===== config.mk =====
export PLATFORM = sky130hd
export DESIGN_NAME = frt_timer
export DESIGN_NICKNAME = d
export VERILOG_FILES = /design/src/frt_pkg.sv /design/src/frt_edge_det.sv /design/src/frt_timer.sv
export VERILOG_INCLUDE_DIRS = /design/src /design/src/src
export SDC_FILE = /design/constraint.sdc
export NUM_CORES = 1
export LEC_CHECK = 0
export BUFFER_PORTS_ARGS = -buffer_cell sky130_fd_sc_hd__buf_4
export CORE_MARGIN = 10
export CORE_UTILIZATION = 58
export DETAILED_ROUTE_END_ITERATION = 8
export HOLD_SLACK_MARGIN = 0.06
export PLACE_DENSITY = 0.8
export SETUP_SLACK_MARGIN = 0.5
export SLEW_MARGIN = 25
export SYNTH_ARGS = -nofsm -noshare
export SYNTH_HDL_FRONTEND = slang
export SYNTH_SLANG_ARGS = --single-unit

===== constraint.sdc =====
create_clock -name clk_i -period 2.81 [get_ports clk_i]
set_input_delay 0.1405 -clock clk_i [delete_from_list [all_inputs] [get_ports clk_i]]
set_output_delay 0.1405 -clock clk_i [all_outputs]
set_load 0.03 [all_outputs]

===== src/frt_cfg.svh =====
// Register map, field positions, reset values and timing counts
`ifndef FRT_CFG_SVH
`define FRT_CFG_SVH

// Word offsets (byte addresses) on the Wishbone slave
`define FRT_ADDR_W 4
`define FRT_OFS_COUNT 4'h0
`define FRT_OFS_CAPTURE 4'h4
`define FRT_OFS_MODE 4'h8
`define FRT_OFS_TONE 4'hc

// Mode control fields
`define FRT_MODE_TOE 0
`define FRT_MODE_CLK_LO 1
`define FRT_MODE_CLK_HI 2
`define FRT_MODE_TOC 3
`define FRT_MODE_CPT_LO 4
`define FRT_MODE_CPT_HI 5
`define FRT_MODE_MASK 6
`define FRT_MODE_FLAG 7
`define FRT_MODE_MATCH_LO 16
`define FRT_MODE_MATCH_HI 31

// Tone control fields
`define FRT_TONE_EN 0
`define FRT_TONE_SEL_LO 1
`define FRT_TONE_SEL_HI 3

// Reset values
`define FRT_COUNT_RST 16'h0000
`define FRT_MODE_RST 8'h40
`define FRT_MATCH_RST 16'hffff

// Count clock prescale exponents for select codes 00, 01, 10
`define FRT_PRE_EXP0 5'h02
`define FRT_PRE_EXP1 5'h06
`define FRT_PRE_EXP2 5'h04
`define FRT_PRE_W 6

// Capture must land within this many clocks of the detected edge
`define FRT_CAPTURE_LAT 2
`endif


===== src/frt_pkg.sv =====
// Types shared by the free-running timer block
package frt_pkg;
   // Capture edge selection
   typedef enum logic [1:0] {
      frt_cap_off,
      frt_cap_rise,
      frt_cap_fall,
      frt_cap_both
   } frt_edge_t;
   // Counter read buffer state
   typedef enum logic {
      frt_buf_follow,
      frt_buf_frozen
   } frt_buf_t;
endpackage


===== src/frt_edge_det.sv =====
// Pin synchroniser with selectable edge detection
`timescale 1ns/1ns
module frt_edge_det (
   input wire logic clk_i,
   input wire logic rst_i,
   input wire logic pin_i,
   input wire frt_pkg::frt_edge_t sel_i,
   output logic hit_o
);
   logic sync_a; // First synchroniser stage
   logic sync_b; // Second stage, safe to use
   logic sync_c; // Delayed copy for edges

   // Two-flop synchroniser and history
   always_ff @(posedge clk_i) begin
      if (rst_i) begin
         sync_a <= 1'b0;
         sync_b <= 1'b0;
         sync_c <= 1'b0;
      end else begin
         sync_a <= pin_i;
         sync_b <= sync_a;
         sync_c <= sync_b;
      end
   end

   // Select decodes edge
   // Qualify the edge by the selection, one pulse per edge
   always_comb begin
      case (sel_i)
         frt_pkg::frt_cap_rise: hit_o = sync_b & ~sync_c;
         frt_pkg::frt_cap_fall: hit_o = ~sync_b & sync_c;
         frt_pkg::frt_cap_both: hit_o = sync_b ^ sync_c;
         default: hit_o = 1'b0;
      endcase
   end
endmodule // frt_edge_det


===== src/frt_timer.sv =====
// Free-running timer with capture, read buffer, match and tone output
`timescale 1ns/1ns
`include "frt_cfg.svh"

// Summary of operation
// - Selected pin edge copies count to capture
// - Capture within two clocks, held otherwise
// - Edge select: off, rise, fall, both
// - Low-byte read freezes counter read buffer
// - High-byte read end releases the buffer
// - Reset clears counter, counting resumes alone
// - Lone low read leaves buffer frozen
// - Counter runs on; post-stop value undefined
// - Tone divides count clock by select code
// - Unmasked rewrite may raise match request
// - Rewrite timing may double the interval
// - Match pulse lasts half count period
// - Match raises request, counter keeps running
module frt_timer (
   input wire logic clk_i,
   input wire logic rst_i,
   input wire logic wb_cyc_i,
   input wire logic wb_stb_i,
   input wire logic wb_we_i,
   input wire logic [`FRT_ADDR_W-1:0] wb_adr_i,
   input wire logic [3:0] wb_sel_i,
   input wire logic [31:0] wb_dat_i,
   output logic [31:0] wb_dat_o,
   output logic wb_ack_o,
   input wire logic capture_trigger_pin_i,
   output logic match_irq_o,
   output logic toggle_out_o,
   output logic tone_out_o
);
   logic [15:0] free_run_count; // Counter
   logic [15:0] read_buf; // Counter read buffer
   frt_pkg::frt_buf_t buf_state; // Follow or frozen
   logic [15:0] capture_hold_reg; // Captured count
   logic [15:0] match_value_reg; // Compare value
   logic [7:0] timer_mode_ctrl; // Mode control
   logic [3:0] tone_ctrl_reg; // Tone control
   logic [`FRT_PRE_W-1:0] prescale; // Count clock prescaler
   logic [5:0] pre_exp; // Selected prescale exponent
   logic count_tick; // One cycle per count clock
   logic [13:0] tone_div; // Tone divider
   logic [3:0] tone_bit; // Divider bit for tone
   logic cap_hit; // Qualified capture edge
   logic match_hit; // Compare equality at tick
   logic [`FRT_PRE_W-1:0] half_cnt; // Match pulse length count
   logic req; // Wishbone request pending
   logic lo_read; // Low-byte read strobe
   logic hi_read; // High-byte read strobe
   logic hi_read_d; // Delayed high-byte strobe
   logic [31:0] next_rdata; // Read mux
   logic clk_sel_ok; // Count clock selection valid
   logic mask_bit; // Match mask
   logic [1:0] clk_sel; // Count clock select
   logic toc_d; // Toggle-on-match enable, one clock late

   assign clk_sel = {timer_mode_ctrl[`FRT_MODE_CLK_HI],
                     timer_mode_ctrl[`FRT_MODE_CLK_LO]};
   assign mask_bit = timer_mode_ctrl[`FRT_MODE_MASK];
   assign clk_sel_ok = (clk_sel != 2'h3);

   // Count clock exponent per select code
   always_comb begin
      case (clk_sel)
         // Exponent is the log of the count clock divider
         2'h0: pre_exp = {1'b0, `FRT_PRE_EXP0};
         2'h1: pre_exp = {1'b0, `FRT_PRE_EXP1};
         2'h2: pre_exp = {1'b0, `FRT_PRE_EXP2};
         // Select 11 stops the count clock
         default: pre_exp = 6'h00;
      endcase
   end

   // Prescaler; tick when the low exponent bits roll over
   always_ff @(posedge clk_i) begin
      if (rst_i) begin
         prescale <= '0;
      end else begin
         // Wraps every 64 clocks, never loaded
         prescale <= prescale + 6'h01;
      end
   end

   // Tick when all bits below the exponent are ones
   always_comb begin
      count_tick = clk_sel_ok;
      for (int i = 0; i < `FRT_PRE_W; i++) begin
         // A low bit still zero means no tick yet
         if (i < pre_exp && !prescale[i]) begin
            count_tick = 1'b0;
         end
      end
   end

   // Counting gated only by the count tick; select 11 stops it
   always_ff @(posedge clk_i) begin
      if (rst_i) begin
         free_run_count <= `FRT_COUNT_RST;
      end else if (count_tick) begin
         // Wraps from ffff to 0000, never cleared
         free_run_count <= free_run_count + 16'h0001;
      end
   end

   // Equality at a count tick, counter not cleared
   assign match_hit = count_tick && (free_run_count == match_value_reg);

   // Match pulse held for half a count period
   always_ff @(posedge clk_i) begin
      if (rst_i) begin
         half_cnt <= '0;
      end else if (match_hit) begin
         // Load half the count period in clocks
         half_cnt <= 6'(1 << (pre_exp - 6'h01));
      end else if (half_cnt != '0) begin
         // Count the window down to idle
         half_cnt <= half_cnt - 6'h01;
      end
   end

   // Unmasked flag drives request, even right after rewrite
   always_ff @(posedge clk_i) begin
      if (rst_i) begin
         match_irq_o <= 1'b0;
      end else begin
         // Level follows the flag, gated by the mask
         match_irq_o <= timer_mode_ctrl[`FRT_MODE_FLAG] & ~mask_bit;
      end
   end

   // Toggle-on-match enable delayed, to spot it being switched on
   always_ff @(posedge clk_i) begin
      if (rst_i) begin
         toc_d <= 1'b0;
      end else begin
         toc_d <= timer_mode_ctrl[`FRT_MODE_TOC];
      end
   end

   // Toggle inverts on match or on enable inside pulse window
   // Enabling inside the window inverts once: a hazard for software
   always_ff @(posedge clk_i) begin
      if (rst_i) begin
         toggle_out_o <= 1'b0;
      end else if (!timer_mode_ctrl[`FRT_MODE_TOE]) begin
         // Output disabled starts low again
         toggle_out_o <= 1'b0;
      end else if (timer_mode_ctrl[`FRT_MODE_TOC] &&
                   (match_hit || (half_cnt != '0 && !toc_d))) begin
         // Invert on match, or on a fresh enable in the window
         toggle_out_o <= ~toggle_out_o;
      end
   end

   frt_edge_det u_edge (
      .clk_i(clk_i),
      .rst_i(rst_i),
      .pin_i(capture_trigger_pin_i),
      .sel_i(frt_pkg::frt_edge_t'(timer_mode_ctrl[`FRT_MODE_CPT_HI:
                                                  `FRT_MODE_CPT_LO])),
      .hit_o(cap_hit)
   );

   // Taken next clock, held until next edge
   always_ff @(posedge clk_i) begin
      if (rst_i) begin
         capture_hold_reg <= 16'h0000;
      end else if (cap_hit) begin
         // Latch the count, kept until the next edge
         capture_hold_reg <= free_run_count;
      end
   end

   // Wishbone request and byte strobes for the counter word
   // Ack is registered: answered one clock after the request
   assign req = wb_cyc_i & wb_stb_i & ~wb_ack_o;
   assign lo_read = req & ~wb_we_i & (wb_adr_i == `FRT_OFS_COUNT)
                    & wb_sel_i[0];
   assign hi_read = req & ~wb_we_i & (wb_adr_i == `FRT_OFS_COUNT)
                    & wb_sel_i[1];

   // High-byte strobe end marker
   always_ff @(posedge clk_i) begin
      if (rst_i) begin
         hi_read_d <= 1'b0;
      end else begin
         // One clock late, marks where the strobe ends
         hi_read_d <= hi_read;
      end
   end

   // Freeze on low-byte read, follow otherwise
   always_ff @(posedge clk_i) begin
      if (rst_i) begin
         buf_state <= frt_pkg::frt_buf_follow;
         read_buf <= `FRT_COUNT_RST;
      end else begin
         case (buf_state)
            frt_pkg::frt_buf_follow: begin
               // Track the live count until a low read
               read_buf <= free_run_count;
               if (lo_read) begin
                  buf_state <= frt_pkg::frt_buf_frozen;
               end
            end
            frt_pkg::frt_buf_frozen: begin
               // Hold until the high-byte strobe has ended
               if (hi_read_d && !hi_read) begin
                  buf_state <= frt_pkg::frt_buf_follow;
                  read_buf <= free_run_count;
               end
            end
            default: buf_state <= frt_pkg::frt_buf_follow;
         endcase
      end
   end

   // Read mux; counter low byte comes from the live value being frozen
   always_comb begin
      next_rdata = 32'h0000_0000;
      case (wb_adr_i)
         `FRT_OFS_COUNT: begin
            // A lone high-byte read gets the live count
            next_rdata[15:0] = (buf_state == frt_pkg::frt_buf_frozen)
                               ? read_buf : free_run_count;
         end
         `FRT_OFS_CAPTURE: next_rdata[15:0] = capture_hold_reg;
         `FRT_OFS_MODE: begin
            next_rdata[7:0] = timer_mode_ctrl;
            // Compare value shares the mode word
            next_rdata[31:16] = match_value_reg;
         end
         `FRT_OFS_TONE: next_rdata[3:0] = tone_ctrl_reg;
         // Holes read as zero
         default: next_rdata = 32'h0000_0000;
      endcase
   end

   // Wishbone ack one cycle after request, read data registered
   always_ff @(posedge clk_i) begin
      if (rst_i) begin
         wb_ack_o <= 1'b0;
         wb_dat_o <= 32'h0000_0000;
      end else begin
         // Req is gated by ack, so ack lasts one clock
         wb_ack_o <= req;
         if (req) begin
            // Data stands until the next access
            wb_dat_o <= next_rdata;
         end
      end
   end

   // Mode register writes; flag set by match wins over clear
   // Compare value takes effect on next tick
   always_ff @(posedge clk_i) begin
      if (rst_i) begin
         timer_mode_ctrl <= `FRT_MODE_RST;
         match_value_reg <= `FRT_MATCH_RST;
      end else begin
         if (req && wb_we_i && wb_adr_i == `FRT_OFS_MODE) begin
            if (wb_sel_i[0]) begin
               // Plain write, also clears a set flag
               timer_mode_ctrl <= wb_dat_i[7:0];
            end
            if (wb_sel_i[2]) begin
               // Either compare byte may land alone
               match_value_reg[7:0] <= wb_dat_i[23:16];
            end
            if (wb_sel_i[3]) begin
               match_value_reg[15:8] <= wb_dat_i[31:24];
            end
         end
         if (match_hit) begin
            timer_mode_ctrl[`FRT_MODE_FLAG] <= 1'b1;
         end
      end
   end

   // Tone control register
   always_ff @(posedge clk_i) begin
      if (rst_i) begin
         tone_ctrl_reg <= 4'h0;
      end else if (req && wb_we_i && wb_adr_i == `FRT_OFS_TONE &&
                   wb_sel_i[0]) begin
         // Bits above the select are not stored
         tone_ctrl_reg <= wb_dat_i[3:0];
      end
   end

   // Tone divider runs on count clock ticks
   always_ff @(posedge clk_i) begin
      if (rst_i) begin
         tone_div <= 14'h0000;
      end else if (count_tick) begin
         // Phase is never reset by tone writes
         tone_div <= tone_div + 14'h0001;
      end
   end

   // Divider bit per select: 2^4,5,8..13 means bit n-1
   always_comb begin
      case (tone_ctrl_reg[`FRT_TONE_SEL_HI:`FRT_TONE_SEL_LO])
         // Half of 2^n ticks is bit n-1 of the divider
         3'h0: tone_bit = 4'h3;
         3'h1: tone_bit = 4'h4;
         3'h2: tone_bit = 4'h7;
         3'h3: tone_bit = 4'h8;
         3'h4: tone_bit = 4'h9;
         3'h5: tone_bit = 4'ha;
         3'h6: tone_bit = 4'hb;
         default: tone_bit = 4'hc;
      endcase
   end

   always_ff @(posedge clk_i) begin
      if (rst_i) begin
         tone_out_o <= 1'b0;
      end else begin
         // Low while disabled; a new select acts at once
         tone_out_o <= tone_ctrl_reg[`FRT_TONE_EN] & tone_div[tone_bit];
      end
   end
endmodule // frt_timer


# After elaboration in Yosys (flattened, before gate mapping)
# Cells that the tools add are included.
# Widths: inputs -> output; s select.
[word_totals]
register_bits = 144
inputBits = 46
out_inout_bits = 36
wordCells = 132
[classes]
n_addsub = 5
magnitude_cmp = 7
eq_ne = 17
n_shift = 1
muxes = 26
bitwise = 19
n_reduce_logical = 35
[op_table]
columns = ["cell", "count"]
rows = [
  ["$mux 16", 3],
  ["$pmux 16 s2", 1],
  ["$pmux 4 s7", 1],
  ["$add 16x1->16 const B", 1],
  ["$eq 16x16->1", 1],
  ["$mux 8", 2],
  ["$pmux 4 s4", 1],
  ["$pmux 8 s2", 1],
  ["$add 14x1->14 const B", 1],
  ["$logic_and 1x1->1", 14],
  ["$lt 1x6->1 const A", 2],
  ["$lt 2x6->1 const A", 2],
  ["$lt 3x6->1 const A", 2],
  ["$mux 6", 2],
  ["$pmux 4 s3", 1],
  ["$sub 6x1->6 const B", 2],
  ["$and 1x1->1", 10],
  ["$mux 1", 10],
  ["$eq 3x3->1 const B", 3],
  ["$pmux 3 s3", 1],
  ["$eq 4x4->1 const B", 2],
  ["$logic_not 1->1", 8],
  ["$not 1->1", 8],
  ["$reduce_and 2->1", 4],
  ["21 further kinds", 27],
]

# Longest topological paths before layout
[logic_depth]
ltp_word = 13
mapped_depth = 8
ltp_nobuf = 7

# Cells and area by module
# From an unflattened synthesis, not the netlist that was laid out.
[unflattened]
cells_unflattened = 696
area_unflattened_um2 = 6338.6
[modules_own_cells]
columns = ["module", "n_inst", "cells_each", "area_each_um2", "seq_area_each_um2"]
rows = [
  ["frt_timer", 1, 681, 6203.4, 2802.7],
  ["frt_edge_det", 1, 15, 135.1, 60.1],
]

# Worst setup path before layout
# No wires, ideal clock.
[synth_timing]
path_kind = "register -> register"
start = "register timer_mode_ctrl[1]"
end = "register half_cnt[5]"
setup_ps = 129
arrival_time_ps = 1925
t_required_ps = 2681
setup_slack_ps = 757
path_stages_with_launch = 8
n_path_buf = 1
synth_period_minus_slack_ps = 2053
path_cell_list = "dfxtp_1 > inv_1 > ha_1 > a2111o_1 > nor3_2 > and2_1 > buf_2 > o31ai_1"
[synth_between]
elab_chain_cells = 12
elab_cells_between_ends = 28
classes_between = "1 x add/sub; 6 x order compare; 3 x eq/ne; 1 x shift; 8 x mux; 9 x reduce/logical"
[synth_lines]
columns = ["item", "line", "text"]
rows = [
  ["from (decl)", "frt_timer.sv:40", "logic [7:0] timer_mode_ctrl;"],
  ["from (signal assigned)", "frt_timer.sv:261", "timer_mode_ctrl <= `FRT_MODE_RST;"],
  ["from (signal assigned)", "frt_timer.sv:267", "timer_mode_ctrl <= wb_dat_i[7:0];"],
  ["$eq 2x2->1 (tied with other cells)", "frt_timer.sv:67", "case (clk_sel)"],
  ["$pmux 3 s3", "frt_timer.sv:67", ""],
  ["$lt 1x6->1", "frt_timer.sv:92", "if (i < pre_exp && !prescale[i]) begin"],
  ["$logic_and 1x1->1", "frt_timer.sv:92", ""],
  ["$mux 1 (6 in a row)", "frt_timer.sv:92", ""],
  ["$logic_and 1x1->1", "frt_timer.sv:109", "assign match_hit = count_tick && (free_run_count == match_value_reg);"],
  ["$mux 6 or $reduce_bool 2->1 (tied branches)", "--", ""],
  ["to (signal assigned)", "frt_timer.sv:117", "half_cnt <= 6'(1 << (pre_exp - 6'h01));"],
  ["to (signal assigned)", "frt_timer.sv:120", "half_cnt <= half_cnt - 6'h01;"],
  ["to (decl)", "frt_timer.sv:49", "logic [`FRT_PRE_W-1:0] half_cnt;"],
]
# Parallel ways exist; a longest one is shown, timed or not.
# A chain may end at the register's enable or synchronous reset.

# Final worst setup path
[layout_timing]
start = "register timer_mode_ctrl[2]"
end = "register half_cnt[5]"
# Same word-level chain as after synthesis.

==> summary.md <==
| Metric | Value |
|---|---|
| Clk_skew | `0.0101 ns` |
| Remaining Overflow, GRT | `0` |
| Die ar. | `0.0157 mm2` |
| Mapped Area | `0.00642 mm2` |
| N_diodes | `0` |
| Critical path endpoint category | `register` |
| Largest net degree at the start of global routing | `88` |
| EDFF count, synth | `0` |
| Final setup TNS | `0 ns` |
| Die X | `125 um` |
| Flops & latches, synth | `143` |
| Unrepaired setup endpoints after global routing | `false` |
| Layout area overhead | `22.8%` |
| Max-slew headroom | `41.4%` |
| WL per Instance | `17.7 um` |
| Final instance area | `0.00788 mm2` |
| Distinct cell type count after synthesis | `56` |
| HP Class | `in -> reg` |
| Worst-path clk slew | `0.06 ns` |
| Post-Layout Cell Count | `947` |
| Core Area | `0.0108 mm2` |
| Gp weighted congestion | `0.851` |
| CTS tree | `done` |
| Clock period minus worst slack | `2.23 ns` |
| Status | `completed` |
| Max Clk Rate | `0.448 GHz` |
| CTS H-tree lvls | `4` |
| Crit Path Class | `reg -> reg` |
| Internal power | `3.60 mW` |
| Placed cell count | `885` |
| Met2 Resource Use GR | `35.2%` |
| Die height | `125 um` |
| Power per standard cell area | `596 mW/mm2` |
| Syn avg cell area | `9.00 um2` |
| Hold Vio Cnt, Final | `0` |
| Register area share after synthesis | `44.6%` |
| Hpwl dp | `11.2 mm` |
| Sink Count | `143` |
| # nets final | `854` |
| Fraction of layout cells with a size suffix above 1 | `18.8%` |
| Ports | `82` |
| Final-report setup violation count | `0` |
| DRT Pass-1 Iters | `5` |
| I/O Buffers | `73` |
| Vias per std cell | `5.73` |
| Yosys warns | `0` |
| Fin. max-slew vios | `0` |
| Clock power share | `45.6%` |
| Reg with most FFs | `wb_dat_o` |
| Global-route wire length before repair | `27.4 mm` |
| FILL cells | `766` |
| Net Switching | `1.10 mW` |
| Clk Latency, worst-skew pair | `0.53 ns` |
| Reg power frac | `45.0%` |
| Comb power frac | `9.4%` |
| Final cycle utilization of the critical path | `79.5%` |
| Setup crit start kind | `register` |
| First-iteration detailed-routing DRC count | `532` |
| Routed WL | `16.7 mm` |
| Vias | `5426` |
| Placed Area | `0.00701 mm2` |
| Arr. time, crit path | `2.67 ns` |
| Worst path required time | `3.24 ns` |
| Starting density of the core | `59.2%` |
| Main synth FF type | `dfxtp_1` |
| Synth async-reset ratio | `0%` |
| Max Cap Viol | `0` |
| Antenna Nets Post-Route | `0` |
| Mapped Cells | `713` |
| M3 GR Usage | `6.29%` |
| Leakage power | `3.03 nW` |
| Core Rows | `38` |
| DR DRC count | `0` |
| Peak supply drop | `0.461 mV` |
| Max FFs per register | `32` |
| CP max FO | `6` |
| Hold Worst Slack | `0.103 ns` |
| CTS max path bufs | `2` |
| CTS Root Cell | `clkbuf_8` |
| Met1 GRT Util | `24.7%` |
| Number of global-route vias before repair | `5413` |
| Switching Fraction | `23.4%` |
| CTS buffer count | `17` |
| Post-synth net total | `772` |
| Initial antenna violation count | `0` |
| Total GRT Usage | `21.1%` |
| Least-Margin Pin Slew | `0.880 ns` |
| GRT busiest layer | `met2` |
## synth_stat cells, types with 4 or more instances
| cell type | number | share of area [%] |
|---|---|---|
| o21ai_0 | 17 | 1.3 |
| mux2i_1 | 25 | 3.9 |
| nor4_2 | 5 | 0.97 |
| nor2_1 | 99 | 5.8 |
| inv_1 | 26 | 1.5 |
| nand2_1 | 63 | 3.7 |
| dfxtp_1 | 143 | 45 |
| mux4_2 | 4 | 1.4 |
| buf_2 | 10 | 0.78 |
| mux2_2 | 17 | 3.0 |
| a211o_1 | 17 | 2.3 |
| and3_1 | 9 | 0.88 |
| xor2_1 | 15 | 2.0 |
| nor2b_1 | 11 | 1.1 |
| clkbuf_1 | 36 | 2.1 |
| xnor2_1 | 32 | 4.4 |
| a22oi_1 | 32 | 3.7 |
| nand3_1 | 32 | 2.5 |
| buf_1 | 4 | 0.23 |
| nor4_1 | 4 | 0.39 |
| nor3_1 | 9 | 0.70 |
| nand4_1 | 11 | 1.1 |
| a21oi_1 | 29 | 2.3 |
| ha_1 | 13 | 2.5 |
| o21ai_1 | 4 | 0.31 |
## critical path: stages, from the launching register on
cell	delay, ns
dfxtp_2	0.38
inv_1	0.10
ha_1	0.33
a2111o_1	0.52
nor3_2	0.36
buf_4	0.21
nand4b_1	0.12
o31ai_1	0.11
## power by group through the flow
stage	Sequential, mW	Combinational [mW]	Clock [mW]
2_1_floorplan	2.15	0.281	0
3_3_place_gp	2.15	0.374	0
3_5_place_dp	2.16	0.393	0
4_1_cts	2.11	0.431	2.16
5_1_grt	2.12	0.483	2.25
6_report	2.12	0.442	2.14
## through the flow
| step | utilization [%] | power (mW) | worst slack [ns] |
|---|---|---|---|
| CTS | 72.6 | 4.71 | 0.533 |
| finish | 72.7 | 4.70 | 0.576 |
| global route | 72.7 | 4.86 | 0.513 |
| floorplan | - | 2.43 | 0.757 |
| detailed placement | 64.6 | 2.55 | 0.467 |
| global placement | 64.6 | 2.53 | 0.571 |
## path summary, 6_finish.rpt
kind | from | to | slack [ns] | cells after the start
setup / recovery | timer_mode_ctrl[2] | half_cnt[5] | 0.58 | 7
hold / removal | wb_cyc_i | wb_ack_o | 0.10 | 4
setup reg to reg | timer_mode_ctrl[2] | half_cnt[5] | 0.58 | 7
hold reg to reg | u_edge.sync_a | u_edge.sync_b | 0.44 | 1
## cells in the final DEF, fill, tap and decap left out, types with 4 or more instances in the layout
cell type and instances:
nor3_1 9, nand3_1 32, ha_1 13, mux2i_1 25, mux2_2 17, xor2_1 15, dfxtp_1 141, dlygate4sd3_1 30
nor2b_1 11, mux4_2 4, and3_1 9, nand4_1 11, xnor2_1 32, clkbuf_16 16, clkbuf_1 5, o21ai_0 17
nor4_2 6, a21oi_1 29, inv_1 26, nor2_1 99, a211o_1 17, clkbuf_8 4, nand2_1 63, a22oi_1 32
buf_4 86
## kinds of logic (layout without fill, tap and decap cells)
| logic type | count (synthesis) | count (layout) | share of synthesized area [%] |
|---|---|---|---|
| AOI/OAI and AO/OA | 113 | 113 | 12.3 |
| xor gates and xnor gates | 47 | 47 | 6.41 |
| adders and majority gates | 13 | 13 | 2.53 |
| buffers and inverters | 80 | 174 | 5.28 |
| DFF | 143 | 143 | 44.6 |
| muxes | 47 | 47 | 8.46 |
| and+or+nand+nor | 270 | 270 | 20.4 |
## layer usage
layer  wire [um]  up-vias
li1            -     2611
met4         373        0
met2        8280      192
met1        7090     2592
met5           0        -
met3         988       31
## layout make-up
class / instances / area [um2] / share of cell area, %
Tap cell: 140 / 175 / 2.22
Clock inverter: 6 / 82.6 / 1.05
Multi-Input combinational cell: 490 / 3230 / 40.9
Inverter: 26 / 97.6 / 1.24
Clock buffer: 25 / 474 / 6.02
Sequential cell: 143 / 2870 / 36.4
Timing Repair Buffer: 117 / 957 / 12.1
## timing repair
item,4_1_cts,5_1_grt
setup buffers,0,1
hold endpoints to repair,31,0
pin swaps,1,1
endpoints found under the setup margin,7,8
gates resized for setup,3,2
gates cloned,0,0
hold buffers,30,0
Power figures use the tool's default switching activity.
